===== config.mk =====
export PLATFORM = sky130hd
export DESIGN_NAME = system_clock_pwm
export DESIGN_NICKNAME = d
export VERILOG_FILES = /design/src/shared/pwm_clk_pkg.sv /design/src/hw/system_clock_pwm.sv /design/src/hw/tick_prescaler.sv /design/src/hw/sync_pin_filter.sv
export SDC_FILE = /design/constraint.sdc
export NUM_CORES = 1
export LEC_CHECK = 0
export ABC_CLOCK_PERIOD_IN_PS = 6400
export BUFFER_PORTS_ARGS = -buffer_cell sky130_fd_sc_hd__buf_2
export CELL_PAD_IN_SITES_DETAIL_PLACEMENT = 2
export CELL_PAD_IN_SITES_GLOBAL_PLACEMENT = 2
export CORE_AREA = 3 3 123 125
export CTS_CLUSTER_SIZE = 12
export DETAILED_ROUTE_END_ITERATION = 10
export DIE_AREA = 0 0 126 128
export HOLD_SLACK_MARGIN = 0.06
export PLACE_DENSITY_LB_ADDON = 0.05
export SETUP_SLACK_MARGIN = 0.1
export SYNTH_ARGS = -nofsm -noshare
export SYNTH_HDL_FRONTEND = slang
export SYNTH_HIERARCHICAL = 1
export SYNTH_SLANG_ARGS = --single-unit

===== constraint.sdc =====
create_clock -name clk -period 6.4 [get_ports clk]
set_input_delay 0.32 -clock clk [delete_from_list [all_inputs] [get_ports clk]]
set_output_delay 0.32 -clock clk [all_outputs]
set_load 0.01 [all_outputs]

===== src/shared/pwm_clk_pkg.sv =====
// constants, types and helpers shared by the system-clock pwm block
package pwm_clk_pkg;

   // ************************************************************
   // register byte offsets (word aligned)
   // ************************************************************
   localparam logic [7:0] OFF_TIMER_CONTROL = 8'h00;
   localparam logic [7:0] OFF_PERIOD_LIMIT = 8'h04;
   localparam logic [7:0] OFF_TICK_COUNT = 8'h08;
   localparam logic [7:0] OFF_SYNC_MODE = 8'h0c;
   localparam logic [7:0] OFF_DUTY_STAGING = 8'h10;
   localparam logic [7:0] OFF_PHASE_STAGING = 8'h14;
   localparam logic [7:0] OFF_STATUS = 8'h18;

   // ************************************************************
   // field positions
   // ************************************************************
   localparam int RUN_BIT = 2;
   localparam int DIV_LSB = 0;
   localparam int MODE_LSB = 6;
   localparam int FLAG_BIT = 0;
   localparam int STAT_DUTY_LSB = 8;
   localparam int STAT_PHASE_LSB = 16;

   // ************************************************************
   // reset values
   // ************************************************************
   localparam logic [7:0] PERIOD_RST = 8'hff;
   localparam logic [7:0] COUNT_RST = 8'h00;

   // ************************************************************
   // prescaler terminal counts (divisor minus one)
   // ************************************************************
   localparam logic [3:0] LAST_DIV1 = 4'h0;
   localparam logic [3:0] LAST_DIV4 = 4'h3;
   localparam logic [3:0] LAST_DIV8 = 4'h7;
   localparam logic [3:0] LAST_DIV16 = 4'hf;

   // sync mode select, {hi, lo}
   typedef enum logic [1:0] {
      MODE_ALONE = 2'b00,
      MODE_ALONE_ALT = 2'b01,
      MODE_MAIN = 2'b10,
      MODE_SECONDARY = 2'b11
   } mode_t;

   typedef struct packed {
      logic run;
      logic [1:0] div_sel;
      logic [7:0] period;
      logic [7:0] count;
      mode_t mode;
      logic [7:0] duty_stg;
      logic [7:0] duty_act;
      logic [7:0] phase_stg;
      logic [7:0] phase_act;
      logic [7:0] phase_wait;
      logic phase_pend;
      logic flag;
      logic clk_out;
      logic sync_out;
      logic sync_oe_n;
      logic ack;
      logic [31:0] rdat;
   } pwm_state_t;

   typedef struct packed {
      logic [3:0] cnt;
   } presc_state_t;

   typedef struct packed {
      logic s1;
      logic s2;
      logic s3;
      logic level;
   } pin_state_t;

   function automatic logic [3:0] prescale_last(input logic [1:0] sel);
      case (sel)
         2'b00: prescale_last = LAST_DIV1;
         2'b01: prescale_last = LAST_DIV4;
         2'b10: prescale_last = LAST_DIV8;
         default: prescale_last = LAST_DIV16;
      endcase
   endfunction

endpackage


===== src/hw/system_clock_pwm.sv =====
// timer driven pwm that makes the converter system clock
`timescale 1ns/1ns
module system_clock_pwm (
   // clock, reset, sleep freeze
   input wire logic clk,
   input wire logic rstn,
   input wire logic ce,
   // classic wishbone slave
   input wire logic wb_cyc_i,
   input wire logic wb_stb_i,
   input wire logic wb_we_i,
   input wire logic [7:0] wb_adr_i,
   input wire logic [3:0] wb_sel_i,
   input wire logic [31:0] wb_dat_i,
   output logic wb_ack_o,
   output logic [31:0] wb_dat_o,
   // system clock pin
   output logic clock_out_pin,
   // sync clock pin, two-way
   input wire logic sync_clock_pin_in,
   output logic sync_clock_pin_out,
   output logic sync_clock_pin_oe_n
);
   // ************************************************************
   // state and bus decode
   // ************************************************************
   pwm_clk_pkg::pwm_state_t s, n;
   logic req;
   logic wr;
   logic hit_ctrl;
   logic hit_period;
   logic hit_count;
   logic hit_mode;
   logic hit_duty;
   logic hit_phase;
   logic hit_status;
   logic tick;
   logic wrap;
   logic sync_level;
   logic sync_rise;
   logic is_secondary;
   logic load_pulse;

   // one-cycle registered ack; a new request only after ack falls
   assign req = wb_cyc_i && wb_stb_i && !s.ack;
   assign wr = req && wb_we_i && wb_sel_i[0];
   assign hit_ctrl = wr && (wb_adr_i == pwm_clk_pkg::OFF_TIMER_CONTROL);
   assign hit_period = wr && (wb_adr_i == pwm_clk_pkg::OFF_PERIOD_LIMIT);
   assign hit_count = wr && (wb_adr_i == pwm_clk_pkg::OFF_TICK_COUNT);
   assign hit_mode = wr && (wb_adr_i == pwm_clk_pkg::OFF_SYNC_MODE);
   assign hit_duty = wr && (wb_adr_i == pwm_clk_pkg::OFF_DUTY_STAGING);
   assign hit_phase = wr && (wb_adr_i == pwm_clk_pkg::OFF_PHASE_STAGING);
   assign hit_status = wr && (wb_adr_i == pwm_clk_pkg::OFF_STATUS);

   // ************************************************************
   // leaf blocks
   // ************************************************************
   tick_prescaler tick_prescaler_inst (
      .clk(clk),
      .rstn(rstn),
      .ce(ce),
      .en(s.run),
      .clear(hit_ctrl || hit_count),
      .div_sel(s.div_sel),
      .tick(tick)
   );

   sync_pin_filter sync_pin_filter_inst (
      .clk(clk),
      .rstn(rstn),
      .ce(ce),
      .pin_in(sync_clock_pin_in),
      .level(sync_level),
      .rise(sync_rise)
   );

   // ************************************************************
   // timer, duty and phase
   // ************************************************************
   // no capture or compare path: the match only feeds the pwm and the status flag
   // tick is only ever high while run is set
   assign wrap = tick && (s.count == s.period);
   assign is_secondary = (s.mode == pwm_clk_pkg::MODE_SECONDARY);
   // received main clock OR own period match
   assign load_pulse = is_secondary && (sync_rise || wrap);

   always_comb begin
      n = s;
      n.ack = req;
      // timer increment; wrap clears the count on that same tick
      if (tick) begin
         n.count = wrap ? 8'h00 : s.count + 8'h01;
      end
      if (wrap) begin
         n.duty_act = s.duty_stg;
      end
      if (load_pulse) begin
         n.duty_act = s.duty_stg;
         n.phase_act = s.phase_stg;
      end
      // secondary restarts its period phase plus one ticks after the main edge
      if (is_secondary && sync_rise) begin
         n.phase_wait = s.phase_stg;
         n.phase_pend = 1'b1;
      end else if (s.phase_pend && tick) begin
         if (s.phase_wait == 8'h00) begin
            n.count = 8'h00;
            n.phase_pend = 1'b0;
         end else begin
            n.phase_wait = s.phase_wait - 8'h01;
         end
      end
      if (!is_secondary) begin
         n.phase_pend = 1'b0;
      end
      // software writes; a match in the same cycle still sets the flag
      if (hit_ctrl) begin
         n.run = wb_dat_i[pwm_clk_pkg::RUN_BIT];
         n.div_sel = wb_dat_i[pwm_clk_pkg::DIV_LSB +: 2];
      end
      if (hit_period) begin
         n.period = wb_dat_i[7:0];
      end
      if (hit_count) begin
         n.count = wb_dat_i[7:0];
      end
      if (hit_mode) begin
         n.mode = pwm_clk_pkg::mode_t'(wb_dat_i[pwm_clk_pkg::MODE_LSB +: 2]);
      end
      if (hit_duty) begin
         n.duty_stg = wb_dat_i[7:0];
      end
      if (hit_phase) begin
         n.phase_stg = wb_dat_i[7:0];
      end
      if (hit_status && wb_dat_i[pwm_clk_pkg::FLAG_BIT]) begin
         n.flag = 1'b0;
      end
      if (wrap) begin
         n.flag = 1'b1;
      end
      // fixed duty compare: high from count 0 until count reaches duty
      // duty is never touched here beyond the reload, the analog loop trims on-time
      n.clk_out = n.run && (n.count < n.duty_act);
      case (n.mode)
         pwm_clk_pkg::MODE_MAIN: begin
            n.sync_out = n.clk_out;
            n.sync_oe_n = 1'b0;
         end
         pwm_clk_pkg::MODE_SECONDARY: begin
            n.sync_out = 1'b0;
            n.sync_oe_n = 1'b1;
         end
         default: begin
            n.sync_out = 1'b0;
            n.sync_oe_n = 1'b1;
         end
      endcase
      // read mux, unmapped offsets read zero
      n.rdat = 32'h0000_0000;
      if (req && !wb_we_i) begin
         case (wb_adr_i)
            pwm_clk_pkg::OFF_TIMER_CONTROL: begin
               n.rdat[pwm_clk_pkg::RUN_BIT] = s.run;
               n.rdat[pwm_clk_pkg::DIV_LSB +: 2] = s.div_sel;
            end
            pwm_clk_pkg::OFF_PERIOD_LIMIT: begin
               n.rdat[7:0] = s.period;
            end
            pwm_clk_pkg::OFF_TICK_COUNT: begin
               n.rdat[7:0] = s.count;
            end
            pwm_clk_pkg::OFF_SYNC_MODE: begin
               n.rdat[pwm_clk_pkg::MODE_LSB +: 2] = s.mode;
            end
            pwm_clk_pkg::OFF_DUTY_STAGING: begin
               n.rdat[7:0] = s.duty_stg;
            end
            pwm_clk_pkg::OFF_PHASE_STAGING: begin
               n.rdat[7:0] = s.phase_stg;
            end
            pwm_clk_pkg::OFF_STATUS: begin
               n.rdat[pwm_clk_pkg::FLAG_BIT] = s.flag;
               n.rdat[pwm_clk_pkg::STAT_DUTY_LSB +: 8] = s.duty_act;
               n.rdat[pwm_clk_pkg::STAT_PHASE_LSB +: 8] = s.phase_act;
            end
            default: begin
               n.rdat = 32'h0000_0000;
            end
         endcase
      end
   end

   // ce low is sleep: everything, pins included, holds its value
   always_ff @(posedge clk or negedge rstn) begin
      if (!rstn) begin
         s <= '0;
         s.period <= pwm_clk_pkg::PERIOD_RST;
         s.count <= pwm_clk_pkg::COUNT_RST;
         s.sync_oe_n <= 1'b1;
      end else if (ce) begin
         s <= n;
      end
   end

   // ************************************************************
   // outputs
   // ************************************************************
   assign wb_ack_o = s.ack;
   assign wb_dat_o = s.rdat;
   assign clock_out_pin = s.clk_out;
   assign sync_clock_pin_out = s.sync_out;
   assign sync_clock_pin_oe_n = s.sync_oe_n;
endmodule


===== src/hw/tick_prescaler.sv =====
// prescaler that turns the core clock into timer increment ticks
`timescale 1ns/1ns
module tick_prescaler (
   // clock and reset
   input wire logic clk,
   input wire logic rstn,
   input wire logic ce,
   // control
   input wire logic en,
   input wire logic clear,
   input wire logic [1:0] div_sel,
   // result
   output logic tick
);
   pwm_clk_pkg::presc_state_t s, n;
   logic [3:0] last;

   assign last = pwm_clk_pkg::prescale_last(div_sel);
   assign tick = en && !clear && (s.cnt == last);

   always_comb begin
      n = s;
      if (clear) begin
         n.cnt = 4'h0;
      end else if (en) begin
         n.cnt = (s.cnt >= last) ? 4'h0 : s.cnt + 4'h1;
      end
   end

   always_ff @(posedge clk or negedge rstn) begin
      if (!rstn) begin
         s <= '0;
      end else if (ce) begin
         s <= n;
      end
   end
endmodule


===== src/hw/sync_pin_filter.sv =====
// three-stage synchroniser with agreement filter for the sync clock pin
`timescale 1ns/1ns
module sync_pin_filter (
   // clock and reset
   input wire logic clk,
   input wire logic rstn,
   input wire logic ce,
   // pin side
   input wire logic pin_in,
   // result
   output logic level,
   output logic rise
);
   pwm_clk_pkg::pin_state_t s, n;

   // s1 only feeds s2; the filter looks at s2 and s3
   assign level = s.level;
   assign rise = (s.s2 == s.s3) && s.s2 && !s.level;

   always_comb begin
      n = s;
      n.s1 = pin_in;
      n.s2 = s.s1;
      n.s3 = s.s2;
      if (s.s2 == s.s3) begin
         n.level = s.s2;
      end
   end

   always_ff @(posedge clk or negedge rstn) begin
      if (!rstn) begin
         s <= '0;
      end else if (ce) begin
         s <= n;
      end
   end
endmodule


# ---- Word level (Yosys, flattened, before mapping)
# Cells that the tools add are included.
dict set report totals {
  ff_bits 107
  latch_bits 0
  ram_bits 0
  mem_bits_ro 0
  inputBits 51
  out_inout_bits 36
  word_cells 115
  n_memories 0
}
dict set report op_classes {
  addsub 3
  mul 0
  div_mod_pow 0
  n_lt_le_gt_ge 2
  eq_ne 16
  n_shift 0
  mux 28
  bitwise 0
  reduce_logical 44
}
# op n
set ops {}
lappend ops {{2-to-1 mux 8 bit} 9}
lappend ops {{equality test 8 x 5 -> 1 bit (second input constant)} 3}
lappend ops {{2-to-1 mux 24 bit} 1}
lappend ops {{logical AND 1 bit} 22}
lappend ops {{one-hot mux 2 bit (5 select lines)} 2}
lappend ops {{2-to-1 mux 9 bit} 2}
lappend ops {{equality test 8 x 4 -> 1 bit (second input constant)} 2}
lappend ops {{logical NOT 8 bit} 2}
lappend ops {{2-to-1 mux 16 bit} 1}
lappend ops {{AND reduction 2 bit} 8}
lappend ops {{2-to-1 mux 4 bit} 3}
lappend ops {{one-hot mux 3 bit (4 select lines)} 1}
lappend ops {{one-hot mux 4 bit (3 select lines)} 1}
lappend ops {{adder 8 x 1 -> 8 bit (second input constant)} 1}
lappend ops {{equality test 8 x 3 -> 1 bit (second input constant)} 1}
lappend ops {{equality test 8 bit} 1}
lappend ops {{< comparator 8 bit} 1}
lappend ops {{subtractor 8 x 1 -> 8 bit (second input constant)} 1}
lappend ops {{equality test 2 bit (second input constant)} 3}
lappend ops {{inequality test 3 x 1 -> 1 bit (second input constant)} 2}
lappend ops {{one-hot mux 1 bit (6 select lines)} 1}
lappend ops {{AND reduction 3 bit} 2}
lappend ops {{nonzero test 2 bit} 3}
lappend ops {{adder 4 x 1 -> 4 bit (second input constant)} 1}
lappend ops {{other kinds (11)} 19}

# ---- Logic depth before layout (Yosys ltp)
# Gate-level depths: netlist of run 1.
dict set report logic_depth {
  word_depth 19
  ltp_mapped 19
  mapped_depth_nobuf 17
}

# ---- Cells and area by module
# Netlist of run 1, hierarchy kept.
# module n_inst cells_each area_each_um2 seq_area_each_um2
set modules_own_cells {}
lappend modules_own_cells {system_clock_pwm 1 465 5077.4 2288.4}
lappend modules_own_cells {tick_prescaler 1 38 359.1 100.1}
lappend modules_own_cells {sync_pin_filter 1 11 181.4 100.1}

# ---- Least setup slack after synthesis of run 1
# No wires, ideal clock.
dict set report synth_timing {
  path_kind {input-to-reg}
  startpoint {input wb_adr_i[4]}
  endpoint {register s, in the netlist sync_clock_pin_out}
  setup_time_ps 78
  t_arrival_ps 3946
  t_required_ps 6322
  path_slack_ps 2376
  cell_stages 18
  n_path_buf 4
  path_cell_list {buf_6 -> or4_4 -> or2_1 -> buf_6 -> nor3_1 -> nor3b_1 -> clkbuf_1 -> a41o_1 -> or2b_2 -> buf_4 -> o21ai_0 -> ha_1 -> a211o_1 -> a211oi_1 -> mux2i_1 -> nor2_1 -> a31oi_1 -> o2bb2ai_1}
}
# item line_no
set synth_rtl {}
lappend synth_rtl {{start, declared} system_clock_pwm.sv:12} ;# input wire logic [7:0] wb_adr_i,
lappend synth_rtl {{end signal, assigned} system_clock_pwm.sv:202} ;# s <= n;
lappend synth_rtl {{end, declared} system_clock_pwm.sv:27} ;# pwm_clk_pkg::pwm_state_t s, n;

==> results of run 1 <==
## cells in the final DEF, fill, tap and decap left out, types with 5 or more instances in the layout
cell       netlist  final
dfrtp_1         90     90
buf_2            0     50
clkbuf_16        0      9
or3_1            6      6
nand4_1          5      5
a21oi_1          9      9
o31ai_1          6      6
mux2i_1         14     14
o2bb2ai_1        9      9
conb_1           1      8
ha_1            15     15
nand2_1         32     32
dfstp_2          9      9
inv_1           12     12
nor3_1           6      6
nor2_1          31     31
xnor2_1         11     11
o21ai_1          5      5
nand3_1          7      7
o21ai_0         23     23
a31oi_1          5      5
a22o_1          23     23
mux2_2          51     51
## logic make-up (layout without fill, tap and decap cells)
| group | after synthesis | in the layout | share of synthesized area, % |
|---|---|---|---|
| compound gates | 117 | 117 | 15.7 |
| xor+xnor | 14 | 14 | 2.18 |
| fa+ha+maj | 15 | 15 | 3.34 |
| buf+inv | 68 | 84 | 7.02 |
| flops | 99 | 99 | 44.3 |
| mux | 70 | 70 | 14.1 |
| other cells | 1 | 8 | 0.0668 |
| simple gates | 130 | 130 | 13.4 |
## per-layer routing
metal / vias to the layer above / share of wire (%) / wire (um)
met5: - / 0 / 0
met4: 0 / 1.2 / 199
met3: 14 / 2.6 / 433
met2: 63 / 47 / 7800
met1: 2093 / 49 / 8120
li1: 1893 / - / -
## through the flow
step                      std cells  area [um2]  hold WS [ps]
after global placement          700        5800           334
after CTS                       717        6110           202
after global routing            717        6110           202
after floorplan                 521        5640          24.4
after detailed placement        700        5800           338
final                           717        6110           214
## registers in the layout, indices dropped and copies added, names as in the netlist
name and count:
sync_clock_pin_out 1, s 63, sync_pin_filter_inst/level 1, wb_dat_o 24, wb_ack_o 1, sync_pin_filter_inst/n 2
sync_pin_filter_inst/s 1, sync_clock_pin_oe_n 1, clock_out_pin 1, tick_prescaler_inst/s 4
## final cells by class
| cell class | count | area (um2) | area share (%) |
|---|---|---|---|
| flip-flops and latches | 99 | 2490 | 40.7 |
| well taps | 180 | 225 | 3.69 |
| repair buffers | 55 | 290 | 4.75 |
| multi-input cells | 354 | 2760 | 45.2 |
| clock inverters | 7 | 68.8 | 1.13 |
| clock buffers | 9 | 225 | 3.69 |
| inverters | 13 | 48.8 | 0.799 |
## worst max path at each step
| stage | start | endpoint | slack [ps] | cells past startpoint |
|---|---|---|---|---|
| after floorplan | wb_adr_i[4] | sync_clock_pin_out$_DFFE_PN0P_ | 2380 | 18 |
| after global placement | wb_adr_i[4] | sync_clock_pin_out$_DFFE_PN0P_ | 1540 | 16 |
| after detailed placement | wb_adr_i[4] | sync_clock_pin_out$_DFFE_PN0P_ | 1410 | 16 |
| after CTS | s[97]$_DFFE_PN0P_ | sync_clock_pin_out$_DFFE_PN0P_ | 1720 | 15 |
| after global routing | s[97]$_DFFE_PN0P_ | sync_clock_pin_out$_DFFE_PN0P_ | 1470 | 15 |
| final | s[97]$_DFFE_PN0P_ | clock_out_pin$_DFFE_PN0P_ | 1660 | 17 |
## where the power goes
part           internal (uW)  total, uW  switching, uW
Combinational           33.2       92.0           58.8
Clock                    275        547            272
Sequential               635        646           11.0
Total                    943       1290            342
## critical path: stages (launching register included)
cell and delay [ps]:
dfrtp_1 430, or2_2 330, ha_1 300, nand4_1 140, nor3b_1 490, buf_4 280, nand4_1 250, nor2_1 300
and3_1 280, xnor2_1 130, o21ai_0 120, ha_1 330, o21a_1 180, a211oi_1 90, mux2i_1 300, o22ai_1 180
a31oi_1 340, o21ai_1 110
==> results.py, run 1 <==
metrics = {
    "floorplan": {
        "die_h_um": 128,
        "initial_core_util_pct": 40.2,
        "fp.coreArea_um2": 14000,
        "rows": 43,
        "die-width_um": 126,
        "die_area_um2": 16100,
        "ioPinCount": 87,
    },
    "clock_network": {
        "path_clk_slew_ps": 70,
        "cts_buffer_depth": 2,
        "root_buffer": "clkbuf_16",
        "postCtsSetupBuffers": 0,
        "cts_tree": "done",
        "clkLatencyLatePin_ps": 360,
        "cts_buffers": 9,
        "htreeDepth": 3,
        "post_cts_resized": 0,
        "cts_sinks": 99,
        "holdBufCountCts": 1,
    },
    "timing": {
        "worst_pin_slew_ps": 987,
        "relSlewSlack_pct": 33.7,
        "setup_tns_ps": 0,
        "rsz0062_at_grt": "no",
        "period_minus_slack_ps": 4740,
        "worst_slack_ps": 1660,
        "setup_viol": 0,
        "finalMaxSlewViolations": 0,
        "hold_viol_final": 0,
        "fin_skew_ps": 11.0,
        "max_freq_mhz": 211,
        "period_share_pct": 74.0,
    },
    "layout": {
        "layout-drive-gt1-share_pct": 28.5,
        "antenna-diode-count": 0,
        "fin_util_pct": 43.7,
        "areaGrowthSynthToFinish_pct": 8.73,
        "final_nets": 598,
        "nFillCells": 1476,
    },
    "drt": {
        "wl_mm": 16.6,
        "ant_nets": 0,
        "wire_per_inst_um": 23.1,
        "vias": 4063,
        "drt_first_pass_iters": 4,
        "drc_errors": 0,
        "drtIter0Drc": 183,
        "drt-vias-per-instance": 5.67,
    },
    "synth": {
        "synth_edf_count": 0,
        "synth_area_per_cell_um2": 10.9,
        "yosysTopAreaCellShare_pct": 40.1,
        "synthTopCellsByArea": "dfrtp_1, mux2_2, buf_4, dfstp_2, a22o_1",
        "yosys.area.top_type": "dfrtp_1",
        "ys_ff_latch": 99,
        "synth-main-ff-cell": "dfrtp_1",
        "yosysMostFrequentCell": "dfrtp_1",
        "synth_async_sr_flop_share_pct": 100,
        "synth_cell_types": 72,
        "ys_top_cells_by_count": "dfrtp_1, mux2_2, buf_4, nand2_1, nor2_1",
        "synthesis.area_um2": 5620,
        "yosysWarnings": 6,
        "yosysSeqAreaShare_pct": 44.3,
        "netlist_instances": 514,
    },
    "global_route": {
        "grt_pass1_wl_mm": 26.5,
        "antenna_found_initial": 0,
        "grt_max_degree": 64,
        "gr-usage-met1_pct": 30.6,
        "gr-usage-all-layers_pct": 21.5,
        "grt_overflow": 0,
        "met2_usage_pct": 34.6,
        "grt_busiest_layer": "met2",
        "grt_pass1_vias": 4462,
        "grt.met3_usage_pct": 3.33,
    },
    "placed_design": {
        "routabilityCongestion": 0.842,
        "pre_cts_ws_ps": 1410,
        "dp_hpwl_mm": 12.2,
        "port-buffer-count": 51,
    },
    "hold_path": {
        "hold_path.class": "in -> reg",
        "hold_start": "sync_clock_pin_in",
        "min_to": "sync_pin_filter_inst/n[2]$_DFFE_PN0P_",
        "whs_path_depth": 2,
    },
    "status": {
        "outcome": "completed",
    },
    "critical_path": {
        "worst-r2r-cell-count": 17,
        "crit_required_ps": 6620,
        "r2r-end": "clock_out_pin$_DFFE_PN0P_",
        "worst-setup-path-type": "reg -> reg",
        "cp.arrival_ps": 4960,
        "worst_setup_path_end_kind": "register",
        "r2r_slack_ps": 1660,
        "cp-start-kind": "register",
        "critPathMaxFanout": 10,
        "r2r-start": "s[97]$_DFFE_PN0P_",
    },
    "power": {
        "power_density_nw_per_um2": 211,
        "leakage_uw": 0.00279,
        "total_power_uw": 1290,
        "ir_drop_uv": 117,
    },
    "job": {
        "maxCapViolations": 0,
    },
}
Power figures use the tool's default switching activity.
==> run 2: changes to the inputs <==
ABC_CLOCK_PERIOD_IN_PS = 3990   (was 6400)
CORE_AREA = 3 3 133 135   (was 3 3 123 125)
DIE_AREA = 0 0 136 138   (was 0 0 126 128)
clock period = 3.99 ns   (was 6.4 ns; I/O delays follow)
==> run 2 against run 1 <==
  * Die area rose by 16%
  * Clock skew barely moved
  * Non-clock buffer count rose by 43
  * Flip-flop and latch count did not move
  * Power rose by 62%
  * Hold slack got worse by 28 ps
  * Global-route usage fell by 1.8 points
  * Sequential share of layout area fell by 2.8 points
  * Cell count rose by 12%
  * Sequential power rose by 61%
  * Critical endpoint is now sync_clock_pin_out$_DFFE_PN0P_
  * Largest cell class unchanged
==> results.py, run 2 (synthesis gave the netlist of run 1 again) <==
metrics = {
    "floorplan": {
        "die-width_um": 136,
        "fp.coreArea_um2": 16600,
        "die_area_um2": 18800,
        "ioPinCount": 87,
        "rows": 47,
        "initial_core_util_pct": 33.9,
        "die_h_um": 138,
    },
    "global_route": {
        "antenna_found_initial": 0,
        "grt_pass1_vias": 4587,
        "gr-usage-all-layers_pct": 19.7,
        "grt_pass1_wl_mm": 28.1,
        "grt_max_degree": 66,
        "grt_overflow": 0,
    },
    "clock_network": {
        "htreeDepth": 3,
        "cts_buffers": 9,
        "cts_buffer_depth": 2,
        "cts_sinks": 99,
        "root_buffer": "clkbuf_16",
        "path_clk_slew_ps": 80,
        "cts_tree": "done",
        "clkLatencyLatePin_ps": 350,
    },
    "timing": {
        "setup_tns_ps": 0,
        "rsz0062_at_grt": "no",
        "finalMaxSlewViolations": 0,
        "fin_skew_ps": 11.2,
        "worst_slack_ps": 269,
        "period_minus_slack_ps": 3720,
        "period_share_pct": 93.3,
        "max_freq_mhz": 269,
        "relSlewSlack_pct": 32.8,
        "setup_viol": 0,
        "hold_viol_final": 0,
        "worst_pin_slew_ps": 1000,
    },
    "status": {
        "outcome": "completed",
    },
    "layout": {
        "layout-drive-gt1-share_pct": 35.9,
        "largest_register_ff_count": 63,
        "top_register": "s",
        "final_nets": 641,
        "layout_common_cells": "dfrtp_1, mux2_2, buf_2",
        "final_common_cell": "dfrtp_1",
        "areaGrowthSynthToFinish_pct": 16.8,
        "antenna-diode-count": 0,
        "nFillCells": 1786,
    },
    "critical_path": {
        "worst-setup-path-type": "reg -> reg",
        "critPathMaxFanout": 7,
        "cp.arrival_ps": 4000,
        "worst-r2r-cell-count": 16,
        "worst_setup_path_end_kind": "register",
        "crit_required_ps": 4270,
        "cp-start-kind": "register",
        "r2r_slack_ps": 270,
    },
    "placed_design": {
        "port-buffer-count": 51,
        "dp_hpwl_mm": 13.4,
        "routabilityCongestion": 0.825,
        "pre_cts_ws_ps": -165,
    },
    "drt": {
        "wl_mm": 17.8,
        "drc_errors": 0,
        "drt_first_pass_iters": 4,
        "drt-vias-per-instance": 5.34,
        "drtIter0Drc": 143,
        "vias": 4273,
        "ant_nets": 0,
        "wire_per_inst_um": 22.3,
    },
    "job": {
        "maxCapViolations": 0,
    },
    "power": {
        "leakage_uw": 0.00303,
        "ir_drop_uv": 211,
        "power_density_nw_per_um2": 317,
    },
    "hold_path": {
        "whs_path_depth": 2,
        "hold_path.class": "in -> reg",
    },
}
run 2: changes by cell type in the layout (fill, tap and decap cells not counted), moves of 2 or more:
cell,previous run,this run
o21ai_0,23,19
a211oi_1,3,1
o21ai_2,1,3
buf_4,4,45
a211oi_2,0,2
o21ai_1,5,7
clkinv_4,0,2
run 2: critical path: stages, from the launching register on:
cell       delay, ps
dfrtp_1          380
or2_4            260
ha_4             270
nand4_1           90
nor3b_2          310
nand2_1          130
or3_4            440
or2b_4           270
buf_4            130
o21ai_2           80
ha_1             190
a211o_1          340
a211oi_2         220
mux2i_1          120
nor2_1           130
a31oi_2          130
o2bb2ai_1        150
run 2: path summary, 6_finish.rpt:
path	start	to
setup reg to reg	s[96]$_DFFE_PN0P_	sync_clock_pin_out$_DFFE_PN0P_
max in group asynchronous	rstn	s[63]$_DFFE_PN0P_
hold reg to reg	wb_dat_o[2]$_DFFE_PN0P_	wb_dat_o[2]$_DFFE_PN0P_
setup / recovery	s[96]$_DFFE_PN0P_	sync_clock_pin_out$_DFFE_PN0P_
min in group asynchronous	rstn	sync_pin_filter_inst/n[2]$_DFFE_PN0P_
hold / removal	wb_dat_i[4]	s[58]$_DFFE_PN0P_
run 2: per-layer routing:
metal  share of wire [%]  up-vias  track usage [%]
li1                    -     1979                -
met1                  48     2218             28.0
met2                  48       67             31.5
met3                 3.6        9             3.71
met4                 1.1        0             3.71
met5                   0        -                0
run 2: timing repair:
| action | in CTS | in global routing |
|---|---|---|
| hold endpoints to repair | 56 | 0 |
| buffers inserted | 0 | 5 |
| hold buffers | 2 | 0 |
| resized for setup | 5 | 14 |
| cloned | 0 | 0 |
| endpoints found under the setup margin | 2 | 2 |
| pin swaps | 1 | 18 |
run 2: final cells by class:
cell class | instances | area, um2 | share of cell area (%)
clock inverters | 6 | 53.8 | 0.820
repair buffers | 98 | 619 | 9.44
inverters | 13 | 48.8 | 0.744
clock buffers | 10 | 239 | 3.64
well taps | 220 | 275 | 4.20
flip-flops and latches | 99 | 2490 | 37.9
multi-input cells | 354 | 2840 | 43.2
run 2: per-stage QoR:
stage	hold WS, ps	util [%]	std cells	power, uW	cell area (um2)
6_report	186	39.6	800	2080	6560
5_1_grt	177	39.6	800	2180	6560
4_1_cts	168	39.0	795	2120	6460
3_5_place_dp	383	37.0	777	1220	6140
3_3_place_gp	366	37.0	777	1210	6140
2_1_floorplan	-96.1	-	521	1140	5650
run 2: power by group:
| part | leakage [uW] | internal [uW] | switching [uW] |
|---|---|---|---|
| Sequential | 0.00132 | 1020 | 17.9 |
| Clock | 0.000147 | 453 | 428 |
| Combinational | 0.00157 | 60.7 | 102 |
| Total | 0.00303 | 1530 | 548 |
==> run 3: changes to the inputs <==
MAX_ROUTING_LAYER = met4   (was not set)
==> run 3 against run 2 <==
  * Cell count grew 0.25%
  * Combinational power is essentially flat
  * First-iteration DRC count increased by 4.9%
  * Clock-buffer cell count unchanged
  * Non-clock buffer count grew 2
==> results.py, run 3 (synthesis gave the netlist of run 1 again) <==
metrics = {
    "placed_design": {
        "port-buffer-count": 51,
        "dp_hpwl_mm": 13.4,
        "placed_cells": 777,
        "placed_cell_area_um2": 6140,
        "routabilityCongestion": 0.837,
    },
    "floorplan": {
        "ioPinCount": 87,
        "die_h_um": 138,
        "initial_core_util_pct": 33.9,
        "rows": 47,
        "fp.coreArea_um2": 16600,
        "die_area_um2": 18800,
        "die-width_um": 136,
    },
    "clock_network": {
        "root_buffer": "clkbuf_16",
        "htreeDepth": 3,
        "clkLatencyLatePin_ps": 350,
        "cts_tree": "done",
        "cts_sinks": 99,
        "path_clk_slew_ps": 80,
        "cts_buffers": 9,
        "cts_buffer_depth": 2,
    },
    "global_route": {
        "grt_pass1_wl_mm": 28.2,
        "grt_pass1_vias": 4598,
        "gr-usage-met1_pct": 27.9,
        "gr-usage-all-layers_pct": 20.2,
        "grt_max_degree": 66,
        "grt.met3_usage_pct": 3.60,
        "antenna_found_initial": 0,
        "grt_busiest_layer": "met2",
        "grt_overflow": 0,
        "met2_usage_pct": 31.6,
    },
    "timing": {
        "max_freq_mhz": 268,
        "worst_pin_slew_ps": 998,
        "fin_skew_ps": 12.8,
        "period_minus_slack_ps": 3730,
        "hold_viol_final": 0,
        "period_share_pct": 93.4,
        "relSlewSlack_pct": 33.0,
        "rsz0062_at_grt": "no",
        "setup_tns_ps": 0,
        "finalMaxSlewViolations": 0,
        "setup_viol": 0,
    },
    "critical_path": {
        "crit_required_ps": 4270,
        "worst-setup-path-type": "reg -> reg",
        "crit_start": "s[96]$_DFFE_PN0P_",
        "crit_path_top_delay_cell": "or3_4",
        "r2r_slack_ps": 260,
        "r2r-start": "s[96]$_DFFE_PN0P_",
        "critPathMaxFanout": 7,
        "cp_top_family": "simple AND/OR/NAND/NOR gates",
        "worst_setup_path_end_kind": "register",
        "critPathBufInv": 1,
        "cp-start-kind": "register",
        "cp.arrival_ps": 4010,
        "r2r-end": "sync_clock_pin_out$_DFFE_PN0P_",
        "crit_end": "sync_clock_pin_out$_DFFE_PN0P_",
        "cp_cell_sequence": "or2_4 -> ha_4 -> nand4_1 -> nor3b_2 -> nand2_1 -> or3_4 -> or2b_4 -> buf_6 -> o21ai_2 -> ha_1 -> a211o_1 -> a211oi_2 -> mux2i_1 -> nor2_1 -> a31oi_2 -> o2bb2ai_1",
        "worst-r2r-cell-count": 16,
        "cp.depth": 16,
        "cp_slowest_stage_delay_ps": 440,
    },
    "job": {
        "maxCapViolations": 0,
    },
    "drt": {
        "drt-vias-per-instance": 5.40,
        "ant_nets": 0,
        "drc_errors": 0,
        "wl_mm": 17.8,
        "vias": 4331,
        "drtIter0Drc": 150,
        "drt_first_pass_iters": 4,
        "wire_per_inst_um": 22.2,
    },
    "layout": {
        "layout_common_cells": "dfrtp_1, mux2_2, buf_2",
        "stdcell_count": 802,
        "top_register": "s",
        "largest_register_ff_count": 63,
        "antenna-diode-count": 0,
        "final_nets": 643,
        "layout-drive-gt1-share_pct": 36.1,
        "final_common_cell": "dfrtp_1",
        "fin_area_um2": 6580,
        "areaGrowthSynthToFinish_pct": 17.1,
    },
    "power": {
        "leakage_uw": 0.00304,
        "power_density_nw_per_um2": 317,
        "ir_drop_uv": 213,
    },
    "hold_path": {
        "hold_path.class": "in -> reg",
    },
    "status": {
        "outcome": "completed",
    },
}
-- run 3: report_power, final --
part           internal (uW)  leakage [uW]  switching (uW)
Sequential              1020       0.00132            18.2
Combinational           60.5       0.00157             102
Clock                    453      0.000147             434
-- run 3: area by class of cell --
cell class                      instances  area (um2)
Sequential cell                        99        2490
Fill cell                            1776       10000
Clock inverter                          6        53.8
Timing Repair Buffer                  100         638
Multi-Input combinational cell        354        2830
Inverter                               13        48.8
Tap cell                              220         275
Clock buffer                           10         239
-- run 3: worst min path at each step --
| stage | startpoint | to | cells after the start |
|---|---|---|---|
| 2_1_floorplan | rstn | clock_out_pin$_DFFE_PN0P_ | 0 |
| 3_3_place_gp | rstn | sync_pin_filter_inst/n[2]$_DFFE_PN0P_ | 1 |
| 3_5_place_dp | rstn | sync_pin_filter_inst/n[2]$_DFFE_PN0P_ | 1 |
| 4_1_cts | wb_dat_i[3] | s[57]$_DFFE_PN0P_ | 2 |
| 5_1_grt | wb_dat_i[4] | s[92]$_DFFE_PN1P_ | 2 |
| 6_report | wb_dat_i[4] | s[58]$_DFFE_PN0P_ | 2 |
-- run 3: timing repair --
action | 4_1_cts | 5_1_grt
hold buffers | 2 | 0
buffers inserted | 0 | 7
resized for setup | 5 | 15
endpoints found under the hold margin | 56 | 0
pin swaps | 1 | 16
endpoints found under the setup margin | 2 | 2
-- run 3: layer usage --
metal,vias to the layer above,wire length [um]
li1,1982,-
met1,2262,8460
met2,78,8570
met3,9,575
met4,0,200
met5,-,0
-- run 3: through the flow --
stage | worst slack [ps] | power (uW) | util (%) | hold WS (ps)
CTS | 114 | 2120 | 39.0 | 168
global placement | -29.3 | 1210 | 37.0 | 366
finish | 264 | 2090 | 39.7 | 193
detailed placement | -165 | 1220 | 37.0 | 383
global route | 85.1 | 2180 | 39.7 | 178
floorplan | 178 | 1140 | - | -96.1
